[src/rtl/ssh_pkg.sv]
`default_nettype none

package ssh_pkg;

  // clock and timing
  localparam int          CLK_PERIOD_NS   = 8;
  localparam int          I2C_QUARTER_NS  = 2500;
  localparam int          QDIV_W          = 9;
  localparam logic [QDIV_W-1:0] I2C_QUARTER_CYC =
    QDIV_W'((I2C_QUARTER_NS + CLK_PERIOD_NS - 1) / CLK_PERIOD_NS);
  localparam int          STRAP_INIT_NS   = 1000;
  localparam int          INIT_W          = 8;
  localparam logic [INIT_W-1:0] STRAP_INIT_CYC =
    INIT_W'((STRAP_INIT_NS + CLK_PERIOD_NS - 1) / CLK_PERIOD_NS);
  localparam int          SPEED_STRAP_BIT = 2;

  // register byte offsets
  localparam logic [7:0]  REG_CTRL        = 8'h00;
  localparam logic [7:0]  REG_GPIO_OE     = 8'h04;
  localparam logic [7:0]  REG_GPIO_OUT    = 8'h08;
  localparam logic [7:0]  REG_GPIO_IN     = 8'h0c;
  localparam logic [7:0]  REG_GPIO_IRQ_EN = 8'h10;
  localparam logic [7:0]  REG_IRQ_STATUS  = 8'h14;
  localparam logic [7:0]  REG_IRQ_MASK    = 8'h18;
  localparam logic [7:0]  REG_STRAP       = 8'h1c;
  localparam logic [1:0]  REG_EXP_PAGE    = 2'h1;

  // control fields and reset values
  localparam int          CTRL_HP_EN      = 0;
  localparam int          CTRL_BASE_LSB   = 8;
  localparam logic        HP_EN_RST       = 1'b1;
  localparam logic [6:0]  EXP_BASE_RST    = 7'h20;

  // interrupt status bit positions
  localparam int          ST_W            = 9;
  localparam int          ST_HOTPLUG      = 0;
  localparam int          ST_LINK         = 1;
  localparam int          ST_GPIO         = 2;
  localparam int          ST_DEV_ERR      = 3;
  localparam int          ST_NT_LINK      = 4;
  localparam int          ST_NT_VDB       = 5;
  localparam int          ST_NT_LDB       = 6;
  localparam int          ST_FATAL        = 7;
  localparam int          ST_HP_NACK      = 8;
  localparam logic [ST_W-1:0] MASK_RST    = 9'h1ff;

  typedef enum logic [1:0] {I2C_START, I2C_WRITE, I2C_READ, I2C_STOP}
    ssh_i2c_op_e;

  typedef enum logic [2:0] {HP_IDLE, HP_START, HP_ADDR, HP_RD0, HP_RD1,
    HP_STOP} ssh_hp_state_e;

  // one-cycle event pulses from the switch core
  typedef struct packed {
    logic link_state;
    logic dev_err;
    logic nt_link;
    logic nt_vdb;
    logic nt_ldb;
    logic fatal;
  } ssh_core_evt_s;

endpackage

`default_nettype wire

[src/rtl/ssh_sync.sv]
`default_nettype none

module ssh_sync #(
  parameter int           W   = 1,
  parameter logic [W-1:0] RST = '0
) (
  input  wire logic         clock,
  input  wire logic         resetn,
  input  wire logic         clk_en,
  input  wire logic [W-1:0] d,
  output logic      [W-1:0] q
);

  logic [W-1:0] meta;

  always_ff @(posedge clock or negedge resetn)
  begin
    if (!resetn)
    begin
      meta <= RST;
      q    <= RST;
    end
    else if (clk_en)
    begin
      meta <= d;
      q    <= meta;
    end
  end

endmodule

`default_nettype wire

[src/rtl/ssh_i2c_engine.sv]
`default_nettype none

module ssh_i2c_engine
  import ssh_pkg::*;
(
  input  wire logic        clock,
  input  wire logic        resetn,
  input  wire logic        clk_en,
  input  wire logic        cmd_valid,
  input  wire ssh_i2c_op_e cmd_op,
  input  wire logic [7:0]  cmd_byte,
  input  wire logic        cmd_nack,
  input  wire logic        scl_in,
  input  wire logic        sda_in,
  output logic             busy,
  output logic             done,
  output logic [7:0]       rx_byte,
  output logic             ack_bit,
  output logic             scl_oe,
  output logic             sda_oe
);

  ssh_i2c_op_e       op;
  logic [1:0]        quarter;
  logic [3:0]        bit_n;
  logic [QDIV_W-1:0] div;
  logic [7:0]        shift;
  logic              nack;

  // pull sda low for bit n: data zero on write, ack on read
  function automatic logic data_low(input ssh_i2c_op_e o,
                                    input logic [3:0]  n,
                                    input logic        b,
                                    input logic        k);
    if (n == 4'd8)
      return (o == I2C_READ) && !k;
    return (o == I2C_WRITE) && !b;
  endfunction

  always_ff @(posedge clock or negedge resetn)
  begin
    if (!resetn)
    begin
      busy    <= 1'b0;
      done    <= 1'b0;
      op      <= I2C_START;
      quarter <= 2'h0;
      bit_n   <= 4'h0;
      div     <= '0;
      shift   <= 8'h00;
      nack    <= 1'b0;
      rx_byte <= 8'h00;
      ack_bit <= 1'b0;
      scl_oe  <= 1'b0;
      sda_oe  <= 1'b0;
    end
    else if (clk_en)
    begin
      done <= 1'b0;
      if (!busy)
      begin
        if (cmd_valid)
        begin
          busy    <= 1'b1;
          op      <= cmd_op;
          quarter <= 2'h0;
          bit_n   <= 4'h0;
          div     <= I2C_QUARTER_CYC;
          shift   <= cmd_byte;
          nack    <= cmd_nack;
          unique case (cmd_op)
            I2C_START:
            begin
              scl_oe <= 1'b0;
              sda_oe <= 1'b0;
            end
            I2C_STOP:
            begin
              scl_oe <= 1'b1;
              sda_oe <= 1'b1;
            end
            I2C_WRITE, I2C_READ:
            begin
              scl_oe <= 1'b1;
              sda_oe <= data_low(cmd_op, 4'd0, cmd_byte[7], cmd_nack);
            end
          endcase
        end
      end
      else if (div != '0)
      begin
        // a released clock held low by an expander stretches the quarter
        if (scl_oe || scl_in)
          div <= div - 1'b1;
      end
      else
      begin
        div     <= I2C_QUARTER_CYC;
        quarter <= quarter + 2'd1;
        unique case (quarter)
          2'd0:
            if (op != I2C_START)
              scl_oe <= 1'b0; // RL1
          2'd1:
            if (op == I2C_START)
              sda_oe <= 1'b1; // RL2
            else if (op != I2C_STOP)
            begin
              if (bit_n == 4'd8)
                ack_bit <= sda_in; // RL2
              else
                rx_byte <= {rx_byte[6:0], sda_in}; // RL2
            end
          2'd2:
            if (op == I2C_STOP)
              sda_oe <= 1'b0; // RL2
            else
              scl_oe <= 1'b1; // RL1
          2'd3:
            if (op == I2C_START || op == I2C_STOP || bit_n == 4'd8)
            begin
              busy <= 1'b0;
              done <= 1'b1;
            end
            else
            begin
              bit_n  <= bit_n + 4'd1;
              shift  <= {shift[6:0], 1'b0};
              sda_oe <= data_low(op, bit_n + 4'd1, shift[6], nack); // RL2
            end
        endcase
      end
    end
  end

endmodule

`default_nettype wire

[src/rtl/ssh_sideband.sv]
// Functional notes
// RL1: hot-plug controller masters the shared open-drain expander clock line.
// RL2: controller and expanders share one open-drain data line for transfers.
// RL3: expanders wire-AND their interrupts onto one active-low input line.
// RL4: low expander interrupt triggers reads of every expander's port registers.
// RL5: each general-purpose pin is input-only or bidirectional per its enable bit.
// RL6: fatal-error output goes low whenever a fatal error is detected.
// RL7: combined open-drain interrupt pulls low on any enabled event source.
// RL8: top test pin sampled at init: high caps 5.0 Gb/s, low 2.5 Gb/s.
// RL9: speed strap read only during init; pin then resumes its test role.
// RL10: combined interrupt releases only once all enabled pending sources clear.
//
// The implementer's own choices: the placing of the registers and the strobed register port.
`default_nettype none

module ssh_sideband
  import ssh_pkg::*;
#(
  parameter int N_EXP  = 4,
  parameter int GPIO_W = 8
) (
  input  wire logic              clock,
  input  wire logic              resetn,
  input  wire logic              clk_en,
  input  wire logic [7:0]        reg_addr,
  input  wire logic [31:0]       reg_wdata,
  input  wire logic              reg_wr,
  input  wire logic              reg_rd,
  output logic      [31:0]       reg_rdata,
  input  wire ssh_core_evt_s     core_evt,
  input  wire logic              hotplug_serial_clock_i,
  output logic                   hotplug_serial_clock_o,
  output logic                   hotplug_serial_clock_oe,
  input  wire logic              hotplug_serial_data_i,
  output logic                   hotplug_serial_data_o,
  output logic                   hotplug_serial_data_oe,
  input  wire logic              hotplug_expander_irq_n,
  input  wire logic [GPIO_W-1:0] gpio_i,
  output logic      [GPIO_W-1:0] gpio_o,
  output logic      [GPIO_W-1:0] gpio_oe,
  input  wire logic [2:0]        test_strap_pins,
  output logic      [2:0]        test_mode_bits,
  output logic                   link_speed_gen2,
  output logic                   fatal_err_out_n,
  output logic                   combined_irq_out_n_o,
  output logic                   combined_irq_out_n_oe
);

  localparam int IDX_W = (N_EXP > 1) ? $clog2(N_EXP) : 1;

  // synchronised pins
  logic              scl_s;
  logic              sda_s;
  logic              exp_irq_n_s;
  logic [GPIO_W-1:0] gpio_s;
  logic [2:0]        strap_s;

  // software state
  logic              hp_enable;
  logic [6:0]        exp_base;
  logic [GPIO_W-1:0] gpio_irq_en;
  logic [GPIO_W-1:0] gpio_prev;
  logic [ST_W-1:0]   irq_status;
  logic [ST_W-1:0]   irq_mask;
  logic [ST_W-1:0]   status_set;
  logic [ST_W-1:0]   next_status;

  // strap capture
  logic [INIT_W-1:0] init_cnt;
  logic              init_done;

  // hot-plug scan
  ssh_hp_state_e     hp_state;
  logic [IDX_W-1:0]  exp_idx;
  logic [7:0]        port_lo;
  logic [15:0]       exp_port [N_EXP];
  logic              hp_change;
  logic              hp_nack;
  logic              eng_valid;
  ssh_i2c_op_e       eng_op;
  logic [7:0]        eng_byte;
  logic              eng_nack;
  logic              eng_busy;
  logic              eng_done;
  logic [7:0]        eng_rx;
  logic              eng_ack;

  // open-drain pins only ever pull low
  assign hotplug_serial_clock_o = 1'b0;
  assign hotplug_serial_data_o  = 1'b0;
  assign combined_irq_out_n_o   = 1'b0;

  ssh_sync #(
    .W   (2),
    .RST (2'b11)
  ) u_sync_i2c (
    .clock  (clock),
    .resetn (resetn),
    .clk_en (clk_en),
    .d      ({hotplug_serial_clock_i, hotplug_serial_data_i}),
    .q      ({scl_s, sda_s})
  );

  // idle level of the shared expander interrupt is high
  ssh_sync #(
    .W   (1),
    .RST (1'b1)
  ) u_sync_irq (
    .clock  (clock),
    .resetn (resetn),
    .clk_en (clk_en),
    .d      (hotplug_expander_irq_n),
    .q      (exp_irq_n_s)
  );

  ssh_sync #(
    .W   (GPIO_W),
    .RST ('0)
  ) u_sync_gpio (
    .clock  (clock),
    .resetn (resetn),
    .clk_en (clk_en),
    .d      (gpio_i),
    .q      (gpio_s)
  );

  ssh_sync #(
    .W   (3),
    .RST (3'h7)
  ) u_sync_strap (
    .clock  (clock),
    .resetn (resetn),
    .clk_en (clk_en),
    .d      (test_strap_pins),
    .q      (strap_s)
  );

  ssh_i2c_engine u_engine (
    .clock     (clock),
    .resetn    (resetn),
    .clk_en    (clk_en),
    .cmd_valid (eng_valid),
    .cmd_op    (eng_op),
    .cmd_byte  (eng_byte),
    .cmd_nack  (eng_nack),
    .scl_in    (scl_s),
    .sda_in    (sda_s),
    .busy      (eng_busy),
    .done      (eng_done),
    .rx_byte   (eng_rx),
    .ack_bit   (eng_ack),
    .scl_oe    (hotplug_serial_clock_oe),
    .sda_oe    (hotplug_serial_data_oe)
  );

  // strap is sampled once at the end of init, then the pins go back to test
  always_ff @(posedge clock or negedge resetn)
  begin
    if (!resetn)
    begin
      init_cnt        <= '0;
      init_done       <= 1'b0;
      link_speed_gen2 <= 1'b0;
      test_mode_bits  <= 3'h0;
    end
    else if (clk_en)
    begin
      if (!init_done)
      begin
        if (init_cnt == STRAP_INIT_CYC - 1'b1)
        begin
          init_done       <= 1'b1;
          link_speed_gen2 <= strap_s[SPEED_STRAP_BIT]; // RL8
        end
        else
          init_cnt <= init_cnt + 1'b1;
      end
      else
        test_mode_bits <= strap_s; // RL9
    end
  end

  // hot-plug scan: start, address+read, two port bytes, stop, per expander
  always_ff @(posedge clock or negedge resetn)
  begin
    if (!resetn)
    begin
      hp_state  <= HP_IDLE;
      exp_idx   <= '0;
      port_lo   <= 8'h00;
      hp_change <= 1'b0;
      hp_nack   <= 1'b0;
      eng_valid <= 1'b0;
      eng_op    <= I2C_START;
      eng_byte  <= 8'h00;
      eng_nack  <= 1'b0;
      for (int i = 0; i < N_EXP; i++)
        exp_port[i] <= 16'h0000;
    end
    else if (clk_en)
    begin
      eng_valid <= 1'b0;
      hp_change <= 1'b0;
      hp_nack   <= 1'b0;
      unique case (hp_state)
        HP_IDLE:
          // the line stays low until every expander has been read
          if (init_done && hp_enable && !exp_irq_n_s) // RL3 RL4
          begin
            exp_idx   <= '0;
            eng_op    <= I2C_START;
            eng_valid <= 1'b1;
            hp_state  <= HP_START;
          end
        HP_START:
          if (eng_done)
          begin
            eng_op    <= I2C_WRITE;
            eng_byte  <= {7'(exp_base + 7'(exp_idx)), 1'b1}; // RL4
            eng_valid <= 1'b1;
            hp_state  <= HP_ADDR;
          end
        HP_ADDR:
          if (eng_done)
          begin
            eng_valid <= 1'b1;
            if (eng_ack)
            begin
              // absent expander: report and skip it
              hp_nack  <= 1'b1;
              eng_op   <= I2C_STOP;
              hp_state <= HP_STOP;
            end
            else
            begin
              eng_op   <= I2C_READ;
              eng_nack <= 1'b0;
              hp_state <= HP_RD0;
            end
          end
        HP_RD0:
          if (eng_done)
          begin
            port_lo   <= eng_rx;
            eng_op    <= I2C_READ;
            eng_nack  <= 1'b1;
            eng_valid <= 1'b1;
            hp_state  <= HP_RD1;
          end
        HP_RD1:
          if (eng_done)
          begin
            exp_port[exp_idx] <= {eng_rx, port_lo}; // RL4
            hp_change <= (exp_port[exp_idx] != {eng_rx, port_lo});
            eng_op    <= I2C_STOP;
            eng_valid <= 1'b1;
            hp_state  <= HP_STOP;
          end
        HP_STOP:
          if (eng_done)
          begin
            if (exp_idx == IDX_W'(N_EXP - 1))
              hp_state <= HP_IDLE;
            else
            begin
              exp_idx   <= exp_idx + 1'b1;
              eng_op    <= I2C_START;
              eng_valid <= 1'b1;
              hp_state  <= HP_START;
            end
          end
      endcase
    end
  end

  // software-owned controls
  always_ff @(posedge clock or negedge resetn)
  begin
    if (!resetn)
    begin
      hp_enable   <= HP_EN_RST;
      exp_base    <= EXP_BASE_RST;
      gpio_oe     <= '0;
      gpio_o      <= '0;
      gpio_irq_en <= '0;
      irq_mask    <= MASK_RST;
    end
    else if (clk_en && reg_wr)
    begin
      unique case (reg_addr)
        REG_CTRL:
        begin
          hp_enable <= reg_wdata[CTRL_HP_EN];
          exp_base  <= reg_wdata[CTRL_BASE_LSB +: 7];
        end
        REG_GPIO_OE:     gpio_oe     <= reg_wdata[GPIO_W-1:0]; // RL5
        REG_GPIO_OUT:    gpio_o      <= reg_wdata[GPIO_W-1:0];
        REG_GPIO_IRQ_EN: gpio_irq_en <= reg_wdata[GPIO_W-1:0];
        REG_IRQ_MASK:    irq_mask    <= reg_wdata[ST_W-1:0];
        default:
        begin
        end
      endcase
    end
  end

  // input change is an event only on pins left as inputs
  always_ff @(posedge clock or negedge resetn)
  begin
    if (!resetn)
      gpio_prev <= '0;
    else if (clk_en)
      gpio_prev <= gpio_s;
  end

  always_comb
  begin
    status_set             = '0;
    status_set[ST_HOTPLUG] = hp_change;
    status_set[ST_LINK]    = core_evt.link_state;
    status_set[ST_GPIO]    = |((gpio_s ^ gpio_prev) & gpio_irq_en & ~gpio_oe);
    status_set[ST_DEV_ERR] = core_evt.dev_err;
    status_set[ST_NT_LINK] = core_evt.nt_link;
    status_set[ST_NT_VDB]  = core_evt.nt_vdb;
    status_set[ST_NT_LDB]  = core_evt.nt_ldb;
    status_set[ST_FATAL]   = core_evt.fatal;
    status_set[ST_HP_NACK] = hp_nack;
    // an event landing on the clearing read survives it
    if (reg_rd && reg_addr == REG_IRQ_STATUS)
      next_status = status_set;
    else
      next_status = irq_status | status_set;
  end

  always_ff @(posedge clock or negedge resetn)
  begin
    if (!resetn)
    begin
      irq_status            <= '0;
      fatal_err_out_n       <= 1'b1;
      combined_irq_out_n_oe <= 1'b0;
    end
    else if (clk_en)
    begin
      irq_status            <= next_status;
      fatal_err_out_n       <= !next_status[ST_FATAL]; // RL6
      combined_irq_out_n_oe <= |(next_status & irq_mask); // RL7 RL10
    end
  end

  // read data stand one cycle only, zero otherwise and for holes
  always_ff @(posedge clock or negedge resetn)
  begin
    if (!resetn)
      reg_rdata <= 32'h0000_0000;
    else if (clk_en)
    begin
      reg_rdata <= 32'h0000_0000;
      if (reg_rd)
      begin
        unique case (reg_addr)
          REG_CTRL:
          begin
            reg_rdata[CTRL_HP_EN]           <= hp_enable;
            reg_rdata[CTRL_BASE_LSB +: 7]   <= exp_base;
          end
          REG_GPIO_OE:     reg_rdata[GPIO_W-1:0] <= gpio_oe;
          REG_GPIO_OUT:    reg_rdata[GPIO_W-1:0] <= gpio_o;
          REG_GPIO_IN:     reg_rdata[GPIO_W-1:0] <= gpio_s;
          REG_GPIO_IRQ_EN: reg_rdata[GPIO_W-1:0] <= gpio_irq_en;
          REG_IRQ_STATUS:  reg_rdata[ST_W-1:0]   <= irq_status;
          REG_IRQ_MASK:    reg_rdata[ST_W-1:0]   <= irq_mask;
          REG_STRAP:
            reg_rdata[3:0] <= {hp_state != HP_IDLE, eng_busy, init_done,
                               link_speed_gen2};
          default:
            if (reg_addr[7:6] == REG_EXP_PAGE
                && 32'(reg_addr[5:2]) < N_EXP)
              reg_rdata[15:0] <= exp_port[IDX_W'(reg_addr[5:2])];
        endcase
      end
    end
  end

endmodule

`default_nettype wire

[config.mk]
export PLATFORM = sky130hd
export DESIGN_NAME = ssh_sideband
export DESIGN_NICKNAME = d
export VERILOG_FILES = /design/src/rtl/ssh_pkg.sv /design/src/rtl/ssh_sync.sv /design/src/rtl/ssh_i2c_engine.sv /design/src/rtl/ssh_sideband.sv
export SDC_FILE = /design/constraint.sdc
export NUM_CORES = 1
export LEC_CHECK = 0
export ABC_AREA = 1
export BUFFER_PORTS_ARGS = -buffer_cell sky130_fd_sc_hd__buf_2
export CELL_PAD_IN_SITES_DETAIL_PLACEMENT = 1
export CELL_PAD_IN_SITES_GLOBAL_PLACEMENT = 2
export CORE_UTILIZATION = 30
export CTS_CLUSTER_DIAMETER = 60
export DETAILED_ROUTE_END_ITERATION = 16
export PLACE_DENSITY = 0.77
export SLEW_MARGIN = 20
export SYNTH_ARGS = -nofsm -noshare
export SYNTH_HDL_FRONTEND = slang
export SYNTH_SLANG_ARGS = --single-unit
[constraint.sdc]
create_clock -name clock -period 3.06 [get_ports clock]
set_input_delay 0.153 -clock clock [delete_from_list [all_inputs] [get_ports clock]]
set_output_delay 0.153 -clock clock [all_outputs]
set_load 0.05 [all_outputs]
==> results of run 1 <==
==> layout make-up <==
type	instances	area share
Multi-Input combinational cell	1142	0.365
Clock inverter	9	0.00528
Tap cell	532	0.0453
Sequential cell	246	0.421
Clock buffer	46	0.0600
Timing Repair Buffer	140	0.0660
Inverter	149	0.0380
==> state kept, by name (all words and copies together) (netlist names), 9 cells and up <==
signal and flops:
irq_mask 9, reg_rdata 16, irq_status 9, exp_port 64, u_engine.div 9
==> cell families after synthesis <==
| kind of cell | synth area share |
|---|---|
| AOI/OAI and AO/OA | 0.104 |
| xor gates and xnor gates | 0.0183 |
| adders and majority gates | 0.0208 |
| buffers and inverters | 0.0752 |
| DFF | 0.498 |
| muxes | 0.00181 |
| other | 0.000302 |
| and+or+nand+nor | 0.281 |
==> per-stage QoR <==
step	cells	hold WS (ns)	power (mW)	cell area, um2	utilization
finish	2264	0.0536	8.89	14700	0.360
global route	2264	0.0585	9.38	14700	0.360
CTS	2264	0.0208	9.04	14700	0.360
detailed placement	2173	0.181	5.46	13400	0.328
global placement	2173	0.183	5.43	13400	0.328
floorplan	1610	-0.143	4.88	12500	-
==> worst max-delay path by stage <==
stage / from / to / slack [ns] / cells after the start
after global placement: u_engine.div[0] / u_engine.bit_n[2] / 0.79 / 11
after CTS: u_engine.div[0] / u_engine.bit_n[2] / 0.72 / 11
after floorplan: exp_idx[1] / eng_byte[7] / 0.90 / 8
after global routing: u_engine.div[0] / u_engine.bit_n[2] / 0.51 / 11
final: u_engine.div[0] / u_engine.bit_n[2] / 0.78 / 11
after detailed placement: u_engine.div[0] / u_engine.bit_n[2] / 0.73 / 11
==> layer usage <==
layer / vias to the layer above / wire, um / part of all wire / global-route usage
met1: 5275 / 17900 / 0.47 / 0.249
met2: 132 / 18100 / 0.48 / 0.309
met3: 46 / 1180 / 0.031 / 0.0253
li1: 5300 / - / - / -
met5: - / 0 / 0 / 0
met4: 0 / 882 / 0.023 / 0.0471
==> worst max-delay path, cell delays in order, from the launching register on <==
cell                      delay, ns
sky130_fd_sc_hd__dfrtp_1       0.37
sky130_fd_sc_hd__inv_1         0.11
sky130_fd_sc_hd__ha_1          0.24
sky130_fd_sc_hd__nand3_1       0.13
sky130_fd_sc_hd__nor2_1        0.17
sky130_fd_sc_hd__nand2_2       0.14
sky130_fd_sc_hd__nand2_2       0.10
sky130_fd_sc_hd__nand2_4       0.09
sky130_fd_sc_hd__nor2_2        0.41
sky130_fd_sc_hd__inv_1         0.18
sky130_fd_sc_hd__a21oi_1       0.15
sky130_fd_sc_hd__a21oi_1       0.06
==> cell usage after synthesis, types with 2 or more instances <==
cell type | count | area (um2)
sky130_fd_sc_hd__nand3_1 | 108 | 541
sky130_fd_sc_hd__nand2_2 | 10 | 62.6
sky130_fd_sc_hd__buf_4 | 20 | 150
sky130_fd_sc_hd__nand4_1 | 26 | 163
sky130_fd_sc_hd__nor2_1 | 70 | 263
sky130_fd_sc_hd__inv_1 | 136 | 510
sky130_fd_sc_hd__nor3_4 | 4 | 65.1
sky130_fd_sc_hd__o211ai_1 | 6 | 45.0
sky130_fd_sc_hd__a21oi_1 | 25 | 125
sky130_fd_sc_hd__or2_2 | 4 | 25.0
sky130_fd_sc_hd__a31oi_1 | 3 | 18.8
sky130_fd_sc_hd__o31ai_1 | 3 | 22.5
sky130_fd_sc_hd__o21ai_0 | 175 | 876
sky130_fd_sc_hd__o21ai_1 | 21 | 105
sky130_fd_sc_hd__nor2_4 | 2 | 22.5
sky130_fd_sc_hd__nor4_2 | 2 | 25.0
sky130_fd_sc_hd__nand2_1 | 581 | 2180
sky130_fd_sc_hd__nand2_4 | 3 | 33.8
sky130_fd_sc_hd__buf_6 | 2 | 22.5
sky130_fd_sc_hd__ha_1 | 19 | 238
sky130_fd_sc_hd__dfstp_2 | 24 | 631
sky130_fd_sc_hd__nor2_2 | 2 | 12.5
sky130_fd_sc_hd__clkinv_1 | 5 | 18.8
sky130_fd_sc_hd__buf_2 | 8 | 40.0
sky130_fd_sc_hd__nor4_1 | 2 | 12.5
sky130_fd_sc_hd__nand3_2 | 2 | 20.0
sky130_fd_sc_hd__xor2_1 | 25 | 219
sky130_fd_sc_hd__dfrtp_1 | 222 | 5560
sky130_fd_sc_hd__o22ai_1 | 9 | 56.3
sky130_fd_sc_hd__nor3_1 | 7 | 35.0
sky130_fd_sc_hd__inv_2 | 8 | 30.0
sky130_fd_sc_hd__and3_1 | 4 | 25.0
sky130_fd_sc_hd__mux2_2 | 2 | 22.5
sky130_fd_sc_hd__clkbuf_1 | 43 | 161
==> power groups by stage <==
stage,Combinational (mW),Clock (mW),Sequential (mW)
floorplan,1.09,0,3.78
global placement,1.68,0,3.74
detailed placement,1.72,0,3.75
CTS,1.76,3.58,3.69
global route,1.97,3.69,3.73
finish,1.74,3.46,3.69
==> reports/summary.md, run 1 <==
The effective utilization at floorplan was 0.304. For the overall overflow remaining after global route, the log shows 0. The tools report the number of clock sinks seen by CTS as 246. In the final timing run, aggregate negative setup slack is 0 ns. The cell area after synthesis is 12400 um2, and the number of antenna repair diodes is 0.

The count of buffers from port buffering is 87. The routed design has 38.1 mm of wire. In the final design database the tool counted 1794 nets. The first global-routing pass estimated 61.0 mm of wire. The required time of the critical path came out at 3.51 ns. The startpoint identified for the worst register-to-register timing path is u_engine.div[0].

The number of synthesis warnings was 0; the placeable core region was 40800 um2. The run finished with clean final reports. Power spread over the standard cell area amounts to 605 nW/um2.

The hold path startpoint is reg_rd. The first detailed-routing pass took 5 iterations. Counting the fill cells in the layout gives 4979. The run gives 0 as the post-detailed-route count of antenna-violating nets. After clock tree synthesis, the flow added hold-fix buffers numbering 36. The die outline width works out to 205 um. The routed layout has 10800 vias. The die is 205 um tall.

The number of cells upsized or downsized after cts was 0. The period utilization is 0.744. For this run, design rule violations remaining after detail routing come to 0. The clock network power share came out at 0.389. The tools report the end of the worst register-to-register path as u_engine.bit_n[2].

The post-place setup slack is 0.731 ns. Clock tree synthesis selected as its root buffer the cell sky130_fd_sc_hd__clkbuf_16. The run gives 1 as the deepest level of the CTS H-tree. The final setup violation count was 0; the worst-case register-to-register setup slack was 0.78 ns. The congestion estimate from routability-driven global placement came to 0.810. Overall die area: 42200 um2. Counting distinct cell types in the post-synthesis netlist gives 43. TritonCTS built the clock tree. The run gives 0.0120 ns as the worst-case clock skew.

In this run the mean area of a mapped cell was 7.80 um2. Dividing the detail-routed wire length by the instance count gives 16.8 um. The via count of the first global-routing pass is 11200, and the number of rows created at floorplan is 74. For this run, the top clock speed supported by timing is 0.439 GHz. The number of flops mapped to enable cells by yosys is 0, and the internal cell power is 6.09 mW. Counting along the longest clock path gives a buffer depth of 3.

The library cell used most frequently in the layout, excluding fill and tap cells, is sky130_fd_sc_hd__nand2_1. The setup path with the least slack is of type flop to flop. Entering global routing, the biggest net connects 76 pins. VDD sags by at most 366 uV. The first routing iteration left 538 violations.

The tools report the endpoint of the worst hold path as irq_status[6]. Clock-pin slew was measured on the worst setup and hold paths at 0.06 ns. The most frequently used flop master after synthesis is sky130_fd_sc_hd__dfrtp_1. The depth of the worst register-to-register path was 11. Max-slew violation total from the final report: 0. The least setup slack across all paths after layout was 0.783 ns. The maximum net fanout on the critical path is 15. For the global-route usage over all layers, the log shows 0.184. The transition time of the tightest slew-check pin was 0.832 ns.

The number of setup buffers added after CTS is 0. The worst setup path is captured at a flop. The wire-length estimate of the detail-placed layout is 26.4 mm. Layout overhead on the synthesized area: 18.4%. The hold violation count in the final report came out at 0. The cell count after synthesis is 1592, and the share of final-layout standard cells stronger than drive strength 1 is 0.122. The clock reaches the later pin of the worst-skew pair after 0.57 ns. In this run, CTS created clock tree buffers numbering 30. Path class of the lowest-slack min-delay path: input port to flop. The number of antenna violations at the first check in global routing came out at 0. The number of maximum-capacitance violations is 0. The arrival time at the worst endpoint was 2.73 ns; the area of the multi-input gates was 5360 um2. The analysis attributes to net switching a power of 2.81 mW.

In the layout the commonest cells are sky130_fd_sc_hd__nand2_1 (581), sky130_fd_sc_hd__dfrtp_1 (222), sky130_fd_sc_hd__o21ai_0 (175). The share of flip-flops with an asynchronous set or reset after synthesis works out to 1.00. In the final layout, flip-flops and latches occupy 6190 um2.

Counting flops and latches in the post-synthesis netlist gives 246. The analysis attributes to cell leakage a power of 7.05 nW. Setup repair after global routing left no endpoint under its margin. The fraction of power spent switching nets is 0.316, and the relative max-transition margin is 0.444. 124 I/O pins were placed. The depth of the worst hold-timing path was 4; the sequential share of the synthesized area was 0.498. Subtracting the final worst setup slack from the clock period gives 2.28 ns.

The tools report the share of total power in combinational logic as 0.196. The worst setup path is launched from a flop. The via density per instance works out to 4.75. For the sequential fraction of design power, the log shows 0.415.
(Power assumes the default switching activity.)
==> inputs of run 2 (changes only) <==
==> constraint.sdc (replaced) <==
create_clock -name clock -period 2.1 [get_ports clock]
set_input_delay 0.105 -clock clock [delete_from_list [all_inputs] [get_ports clock]]
set_output_delay 0.105 -clock clock [all_outputs]
set_load 0.05 [all_outputs]
==> run 2 against run 1 <==
  * Non-clock buffer count rose by 29
  * First-iteration DRC count rose by 11%
  * Critical path depth fell by 5
  * Cell area is 3.0% higher
  * Worst setup slack worse by 0.64 ns
  * Register-to-register slack got worse by 0.64 ns
  * Largest power group is now clock
  * Cell count rose by 1.4%
  * Critical path type unchanged
==> reports/summary.md, run 2 (synthesized netlist as in run 1, its figures left out) <==
The tools report the pin count of the biggest net entering global routing as 66 (was 76). For the total number of vias, the log shows 11000 (was 10800). The areal power density over the cells works out to 893 nW/um2 (was 605 nW/um2). The reported leakage power was 7.26 nW (was 7.05 nW). Die boundary height: 205 um (unchanged). The post-detailed-route count of antenna-violating nets was 0 (unchanged); the final setup violation count was 0 (unchanged). The global-route usage over all layers came out at 0.190 (was 0.184). The overall die area is 42200 um2 (unchanged). The number of buffers inserted by post-CTS setup repair was 0 (unchanged).

The period utilization is 0.930 (was 0.744), and the placeable core region is 40800 um2 (unchanged). The final layout net count is 1824 (was 1794). Critical path buffer and inverter count: 1 (was 2). Startpoint-to-endpoint class of the critical path: flop to flop (unchanged). The I/O pin total was 124 (unchanged); the count of buffers from port buffering was 87 (unchanged).

The run gives 62.9 mm (was 61.0 mm) as the first-pass GRT wire length. The register with the most flip-flops was exp_port (unchanged). The post-route worst hold slack came out at 0.0718 ns (was 0.0536 ns). For the final design instance area without fill, the log shows 15100 um2 (was 14700 um2). The share of the core filled with cells in the final layout is 0.371 (was 0.360), and the number of antenna violations at the first check in global routing is 0 (unchanged). The most common library cell in the layout ignoring fill and taps is sky130_fd_sc_hd__nand2_1 (unchanged). The overall overflow remaining after global route is 0 (unchanged).

Hold violation count in the final report: 0 (unchanged). The maximum clock rate is 0.512 GHz (was 0.439 GHz), and the number of maximum-capacitance violations is 0 (unchanged). Critical path depth in cells: 6 (was 11). The sum of routed wire length over all layers was 38.7 mm (was 38.1 mm). Kind of start point of the critical path: a flop (unchanged). The length of the first detailed-routing pass in iterations is 5 (unchanged), and the least setup slack across all paths after layout is 0.146 ns (was 0.783 ns).

The run gives 778 uV (was 366 uV) as the worst IR drop on VDD. Commonest non-fill, non-tap cells in the layout: sky130_fd_sc_hd__nand2_1 (581), sky130_fd_sc_hd__dfrtp_1 (222), sky130_fd_sc_hd__o21ai_0 (174) (was sky130_fd_sc_hd__nand2_1 (581), sky130_fd_sc_hd__dfrtp_1 (222), sky130_fd_sc_hd__o21ai_0 (175)). The transition time of the tightest slew-check pin was 0.727 ns (was 0.832 ns).

The clock insertion delay at the later pin of the skew report is 0.59 ns (was 0.57 ns). The clock transition time at the flip-flop clock pins of the worst setup and hold paths was 0.06 ns (about the same). The number of antenna repair diodes is 0 (unchanged), and the number of flip-flops under the largest register name is 64 (unchanged). The deepest level of the CTS H-tree came out at 1 (unchanged). The run gives 0.197 (was 0.196) as the share of total power in combinational logic.

CP Cell Sequence: clkinv_2 > fa_1 > nor4_4 > nand2_1 > xor2_1 > o21ai_0 (was inv_1 > ha_1 > nand3_1 > nor2_1 > nand2_2 > nand2_2 > nand2_4 > nor2_2 > inv_1 > a21oi_1 > a21oi_1). The cell chosen for the clock root is sky130_fd_sc_hd__clkbuf_16 (unchanged). The die outline width was 205 um (unchanged). The via count of the first global-routing pass came out at 11300 (was 11200). The post-layout total power is 13.5 mW (was 8.89 mW). The total CTS buffers was 31 (was 30); the share of final-layout standard cells stronger than drive strength 1 was 0.137 (was 0.122). The tools report the max-slew violation total from the final report as 0 (unchanged). The via density per instance is 4.80 (was 4.75), and the number of rows created at floorplan is 74 (unchanged). The DRC violations left is 0 (unchanged), and the post-place setup slack is 0.0894 ns (was 0.731 ns). Registers with the most flip-flops: exp_port x64, reg_rdata x16 (unchanged). Slowest cell on the critical path: sky130_fd_sc_hd__fa_1 (was sky130_fd_sc_hd__nor2_2). The number of clock sinks seen by CTS came out at 246 (unchanged).

Setup repair after global routing could not meet its margin everywhere. The minimum clock period after layout is 1.95 ns (was 2.28 ns). The number of DRC violations after detailed-routing iteration 0 is 596 (was 538), and the clock network power share is 0.405 (was 0.389).

TritonCTS built the clock tree. The flow ran to the end, and the final reports show no timing, DRC or antenna violations. Sequential fraction of design power: 0.398 (was 0.415). The sort of element at the end of the critical path was a flop (unchanged).

The switching power total came out at 4.25 mW (was 2.81 mW). The maximum net fanout on the critical path is 7 (was 15). Layout overhead on the synthesized area: 21.9% (was 18.4%). The cell type group with the largest total delay on the critical path is adder cells (was simple AND/OR/NAND/NOR gates). The worst-case clock skew came out at 0.0166 ns (was 0.0120 ns).

The largest stage delay on the critical path is 0.53 ns (was 0.41 ns), and the required time of the critical path is 2.55 ns (was 3.51 ns). The relative max-transition margin was 0.509 (was 0.444). The post-place instance area was 13600 um2 (was 13400 um2); the internal cell power was 9.26 mW (was 6.09 mW).

The weighted congestion reported at the end of routability-driven placement is 0.823 (was 0.810). The effective utilization at floorplan was 0.304 (unchanged); the depth of the worst register-to-register path was 6 (was 11). The logs give 3 (unchanged) for the buffer levels on the longest clock path and 2.40 ns (was 2.73 ns) for the arrival time at the worst endpoint.

The detail-routed net length per standard cell was 16.8 um (about the same). The path class of the lowest-slack min-delay path was input port to async pin (was input port to flop). The fraction of power spent switching nets came out at 0.315 (was 0.316).

For the half-perimeter wire length of the detailed placement result, the log shows 27.0 mm (was 26.4 mm).
## run 2: changes by cell type in the layout (fill, tap and decap cells not counted), sizes merged
cell	delta
buf	+23
inv	+1
clkinv	-3
clkbuf	+3
bufinv	+1
clkinvlp	+1
dlygate4sd3	+6
## run 2: repair_timing
action,4_1_cts,5_1_grt
hold endpoints to repair,247,0
setup endpoints to repair,0,17
resized for setup,0,5
hold buffers,42,0
## run 2: cell type report
cell class                 count  area (um2)
fill                        4952       25700
clock buffer                  49         933
clock inverter                 9         120
inverter                     149         561
sequential                   246        6190
multi-input combinational   1142        5390
tap                          532         666
timing repair buffer         169        1280
## run 2: worst paths after layout
check / end / slack, ns / startpoint
worst max-delay path: eng_byte[7] / 0.15 / exp_idx[1]
worst min-delay path: u_engine.shift[5] / 0.07 / resetn
worst max register to register: eng_byte[7] / 0.15 / exp_idx[1]
worst min register to register: u_sync_strap.meta[0] / 0.47 / u_sync_strap.meta[0]
max in group asynchronous: irq_mask[3] / 1.22 / resetn
min in group clock: reg_rdata[15] / 0.17 / reg_addr[7]
## run 2: per-stage QoR
stage	std cells	setup TNS, ns
CTS	2296	0
detailed placement	2196	0
finish	2296	0
global placement	2196	0
floorplan	1610	0
global route	2296	-0.00886
## run 2: power by group through the flow
stage,Combinational (mW),Sequential [mW],Clock (mW)
after floorplan,1.60,5.51,0
after global placement,2.56,5.44,0
after detailed placement,2.61,5.46,0
after CTS,2.68,5.38,5.61
after global routing,3.00,5.43,5.81
final,2.66,5.38,5.47
## run 2: layer usage
metal  GRT usage  wire length [um]  vias to the layer above
met4      0.0447               780                        0
met3      0.0239              1120                       50
li1            -                 -                     5361
met1       0.263             18500                     5456
met5           0                 0                        -
met2       0.316             18200                      152
## run 2: worst reg2reg max path, cell delays in order, from the launching register on
cell and delay [ns]:
sky130_fd_sc_hd__dfrtp_1 0.42, sky130_fd_sc_hd__clkinv_2 0.20, sky130_fd_sc_hd__fa_1 0.53, sky130_fd_sc_hd__nor4_4 0.33, sky130_fd_sc_hd__nand2_1 0.11, sky130_fd_sc_hd__xor2_1 0.16, sky130_fd_sc_hd__o21ai_0 0.09
==> inputs of run 3 (changes only) <==
--- a/config.mk
+++ b/config.mk
@@ -6,13 +6,13 @@
 export NUM_CORES = 1
 export LEC_CHECK = 0
 export ABC_AREA = 1
-export BUFFER_PORTS_ARGS = -buffer_cell sky130_fd_sc_hd__buf_2
+export BUFFER_PORTS_ARGS = -buffer_cell sky130_fd_sc_hd__buf_4
 export CELL_PAD_IN_SITES_DETAIL_PLACEMENT = 1
 export CELL_PAD_IN_SITES_GLOBAL_PLACEMENT = 2
 export CORE_UTILIZATION = 30
 export CTS_CLUSTER_DIAMETER = 60
 export DETAILED_ROUTE_END_ITERATION = 16
-export PLACE_DENSITY = 0.77
+export PLACE_DENSITY = 0.78
 export SLEW_MARGIN = 20
 export SYNTH_ARGS = -nofsm -noshare
 export SYNTH_HDL_FRONTEND = slang
==> run 3 against run 2 <==
  * Register-to-register slack better by 0.03 ns
  * Worst setup slack worse by 0.0083 ns
  * Critical path depth is 4 higher
  * Highest routed layer unchanged
  * Worst hold slack worse by 0.035 ns
==> reports/summary.md, run 3 (synthesized netlist as in run 1, its figures left out) <==
The combined flip-flop and latch cell area was 6190 um2 (unchanged). The buffer levels on the longest clock path is 3 (unchanged). The arrival time at the worst endpoint was 2.43 ns (was 2.40 ns). The die boundary height is 205 um (unchanged).

The transition time of the tightest slew-check pin is 0.789 ns (was 0.727 ns), and the number of clock sinks seen by CTS is 246 (unchanged). For the post-detailed-route count of antenna-violating nets, the log shows 0 (unchanged). The path with the worst hold slack has its endpoint at irq_status[6].

The register with the most flip-flops was exp_port (unchanged). The run gives 0 (unchanged) as the final setup violation count. Most common library cell in the layout ignoring fill and taps: sky130_fd_sc_hd__nand2_1 (unchanged). The total CTS buffers was 34 (was 31).

The run gives 63.3 mm (was 62.9 mm) as the first-pass GRT wire length. The sum of routed wire length over all layers was 39.0 mm (was 38.7 mm); the maximum net fanout on the critical path was 8 (was 7). The tools report the I/O pin total as 124 (unchanged). TritonCTS built the clock tree. The startpoint of the worst-slack reg-to-reg timing path was exp_idx[0] (was exp_idx[1]). The logs give 11600 (was 11300) for the via count of the first global-routing pass and 0.821 (was 0.823) for the weighted congestion reported at the end of routability-driven placement. The hold violation count in the final report is 0 (unchanged). The startpoint-to-endpoint class of the critical path is input port to flop (was flop to flop).

The clock insertion delay at the later pin of the skew report was 0.54 ns (was 0.59 ns). The via density per instance came out at 4.78 (was 4.80). The largest stage delay on the critical path is 0.66 ns (was 0.53 ns), and the number of rows created at floorplan is 74 (unchanged). The number of antenna violations at the first check in global routing was 0 (unchanged); the period utilization was 0.934 (was 0.930).

The end of the worst register-to-register path is eng_byte[7] (unchanged). The number of flip-flops under the largest register name is 64 (unchanged). The length of the first detailed-routing pass in iterations is 5 (unchanged). The worst-case register-to-register setup slack is 0.18 ns (was 0.15 ns), and the effective utilization at floorplan is 0.304 (unchanged).

For the max-slew violation total from the final report, the log shows 0 (unchanged). Layout overhead on the synthesized area: 24.5% (was 21.9%). The logs give 451 uV (was 778 uV) for the worst IR drop on VDD and 0 ns (unchanged) for the total negative setup slack. The minimum clock period after layout works out to 1.96 ns (was 1.95 ns).

The reported leakage power was 7.36 nW (was 7.26 nW). CP Cell Sequence: dlygate4sd3_1 > buf_4 > nor4_2 > dlygate4sd3_1 > nand2_1 > clkinv_1 > nand2_1 > nand2_1 > nand2_1 > nand2_1 (was clkinv_2 > fa_1 > nor4_4 > nand2_1 > xor2_1 > o21ai_0). The logs give 2195 (was 2196) for the cell count after placement and 75 (was 66) for the pin count of the biggest net entering global routing. The slowest cell on the critical path is sky130_fd_sc_hd__dlygate4sd3_1 (was sky130_fd_sc_hd__fa_1). The share of final-layout standard cells stronger than drive strength 1 works out to 0.139 (was 0.137). For the relative max-transition margin, the log shows 0.467 (was 0.509). The number of antenna repair diodes is 0 (unchanged), and the depth of the worst register-to-register path is 7 (was 6). The required time of the critical path is 2.57 ns (was 2.55 ns), and the maximum clock rate is 0.510 GHz (was 0.512 GHz).

Sort of element at the end of the critical path: a flop (unchanged). Count of filler cells inserted in the layout: 4938 (was 4952). The kind of start point of the critical path was an input port (was a flop). The final cell count without fillers is 2297 (was 2296). Commonest non-fill, non-tap cells in the layout: sky130_fd_sc_hd__nand2_1 (580), sky130_fd_sc_hd__dfrtp_1 (222), sky130_fd_sc_hd__o21ai_0 (174) (was sky130_fd_sc_hd__nand2_1 (581), sky130_fd_sc_hd__dfrtp_1 (222), sky130_fd_sc_hd__o21ai_0 (174)).

The area of the multi-input gates was 5390 um2 (about the same). The DRC violations left is 0 (unchanged), and the clock transition time at the flip-flop clock pins of the worst setup and hold paths is 0.06 ns (about the same). The number of DRC violations after detailed-routing iteration 0 is 506 (was 596). The count of buffers from port buffering works out to 87 (unchanged). The logs give 0 (unchanged) for the number of maximum-capacitance violations and 40800 um2 (unchanged) for the placeable core region.

The worst hold path begins at reg_rd. The detail-routed net length per standard cell was 17.0 um (was 16.8 um); the half-perimeter wire length of the detailed placement result was 26.8 mm (was 27.0 mm). The run gives 0 (unchanged) as the overall overflow remaining after global route.

The deepest level of the CTS H-tree came out at 2 (was 1). The final layout net count was 1824 (unchanged); the areal power density over the cells was 919 nW/um2 (was 893 nW/um2). The die outline width was 205 um (unchanged). Worst setup path startpoint: reg_addr[7] (was exp_idx[1]). For the worst-case clock skew, the log shows 0.0166 ns (about the same).

Among the stages of the critical path, the cell type that occurs most often is sky130_fd_sc_hd__nand2_1. Registers with the most flip-flops: exp_port x64, reg_rdata x16 (unchanged). The overall die area was 42200 um2 (unchanged); the critical path buffer and inverter count was 4 (was 1). The path class of the lowest-slack min-delay path was input port to flop (was input port to async pin). Cell type group with the largest total delay on the critical path: buffers and inverters (was adder cells).

Setup repair after global routing left no endpoint under its margin. The logs give 0.192 (was 0.190) for the global-route usage over all layers and 11000 (about the same) for the total number of vias. The run finished with clean final reports.

The depth of the worst hold-timing path was 4. The tools report the cell chosen for the clock root as sky130_fd_sc_hd__clkbuf_16 (unchanged).
## run 3: changes by cell type in the layout (fill, tap and decap cells not counted), moves of 2 or more
cell,delta
sky130_fd_sc_hd__buf_2,-86
sky130_fd_sc_hd__buf_4,+86
sky130_fd_sc_hd__clkbuf_1,+2
sky130_fd_sc_hd__clkbuf_16,+6
sky130_fd_sc_hd__clkbuf_8,-2
sky130_fd_sc_hd__dlygate4sd3_1,-3
## run 3: metrics by stage
stage | worst slack (ns) | hold slack, ns | power [mW] | instance area [um2] | utilization
floorplan | 0.0609 | -0.191 | 7.11 | 12500 | -
global route | 0.00958 | 0.0533 | 14.9 | 15400 | 0.378
detailed placement | 0.0821 | 0.0391 | 8.12 | 13800 | 0.339
finish | 0.138 | 0.0369 | 14.2 | 15400 | 0.378
CTS | 0.0864 | 0.000293 | 14.4 | 15400 | 0.378
global placement | 0.146 | 0.0292 | 8.05 | 13800 | 0.339
## run 3: cell type report
| class | instances | share of cell area |
|---|---|---|
| Sequential cell | 246 | 0.400 |
| Multi-Input combinational cell | 1142 | 0.349 |
| Timing Repair Buffer | 166 | 0.0948 |
| Clock buffer | 55 | 0.0688 |
| Tap cell | 532 | 0.0431 |
| Inverter | 149 | 0.0363 |
| Clock inverter | 7 | 0.00778 |
## run 3: how the worst max path moves through the flow
stage                   endpoint  slack (ns)  depth (start not counted)
2_1_floorplan        eng_byte[7]        0.06                          8
3_3_place_gp         irq_mask[1]        0.15                         10
3_5_place_dp         irq_mask[3]        0.08                         10
4_1_cts        u_engine.shift[5]        0.09                         11
5_1_grt              eng_byte[7]        0.01                          7
6_report            reg_rdata[2]        0.14                         10
## run 3: worst reg2reg max path, stage by stage (launching register included)
cell and delay (ns):
sky130_fd_sc_hd__dfrtp_1 0.41, sky130_fd_sc_hd__ha_1 0.22, sky130_fd_sc_hd__inv_1 0.06, sky130_fd_sc_hd__fa_1 0.45, sky130_fd_sc_hd__nor4_4 0.32, sky130_fd_sc_hd__nand2_1 0.10
sky130_fd_sc_hd__xor2_1 0.14, sky130_fd_sc_hd__o21ai_0 0.13
## run 3: power by group
group          leakage, nW  switching [mW]  total (mW)  internal (mW)
Combinational         3.60            1.84        2.74          0.895
Sequential            3.18           0.265        5.38           5.12
Clock                0.580            2.23        6.07           3.84
Total                 7.36            4.34        14.2           9.86
## run 3: timing repair
| item | CTS | global route |
|---|---|---|
| endpoints found under the hold margin | 298 | 0 |
| endpoints found under the setup margin | 0 | 33 |
| setup buffers | 0 | 1 |
| resized for setup | 0 | 6 |
| hold buffers | 39 | 0 |
## run 3: per-layer routing
layer  GRT usage  vias up  share of wire
met5           0        -              0
met4      0.0579        0          0.020
met3      0.0276       49          0.034
met2       0.321      157           0.48
met1       0.255     5404           0.47
li1            -     5360              -
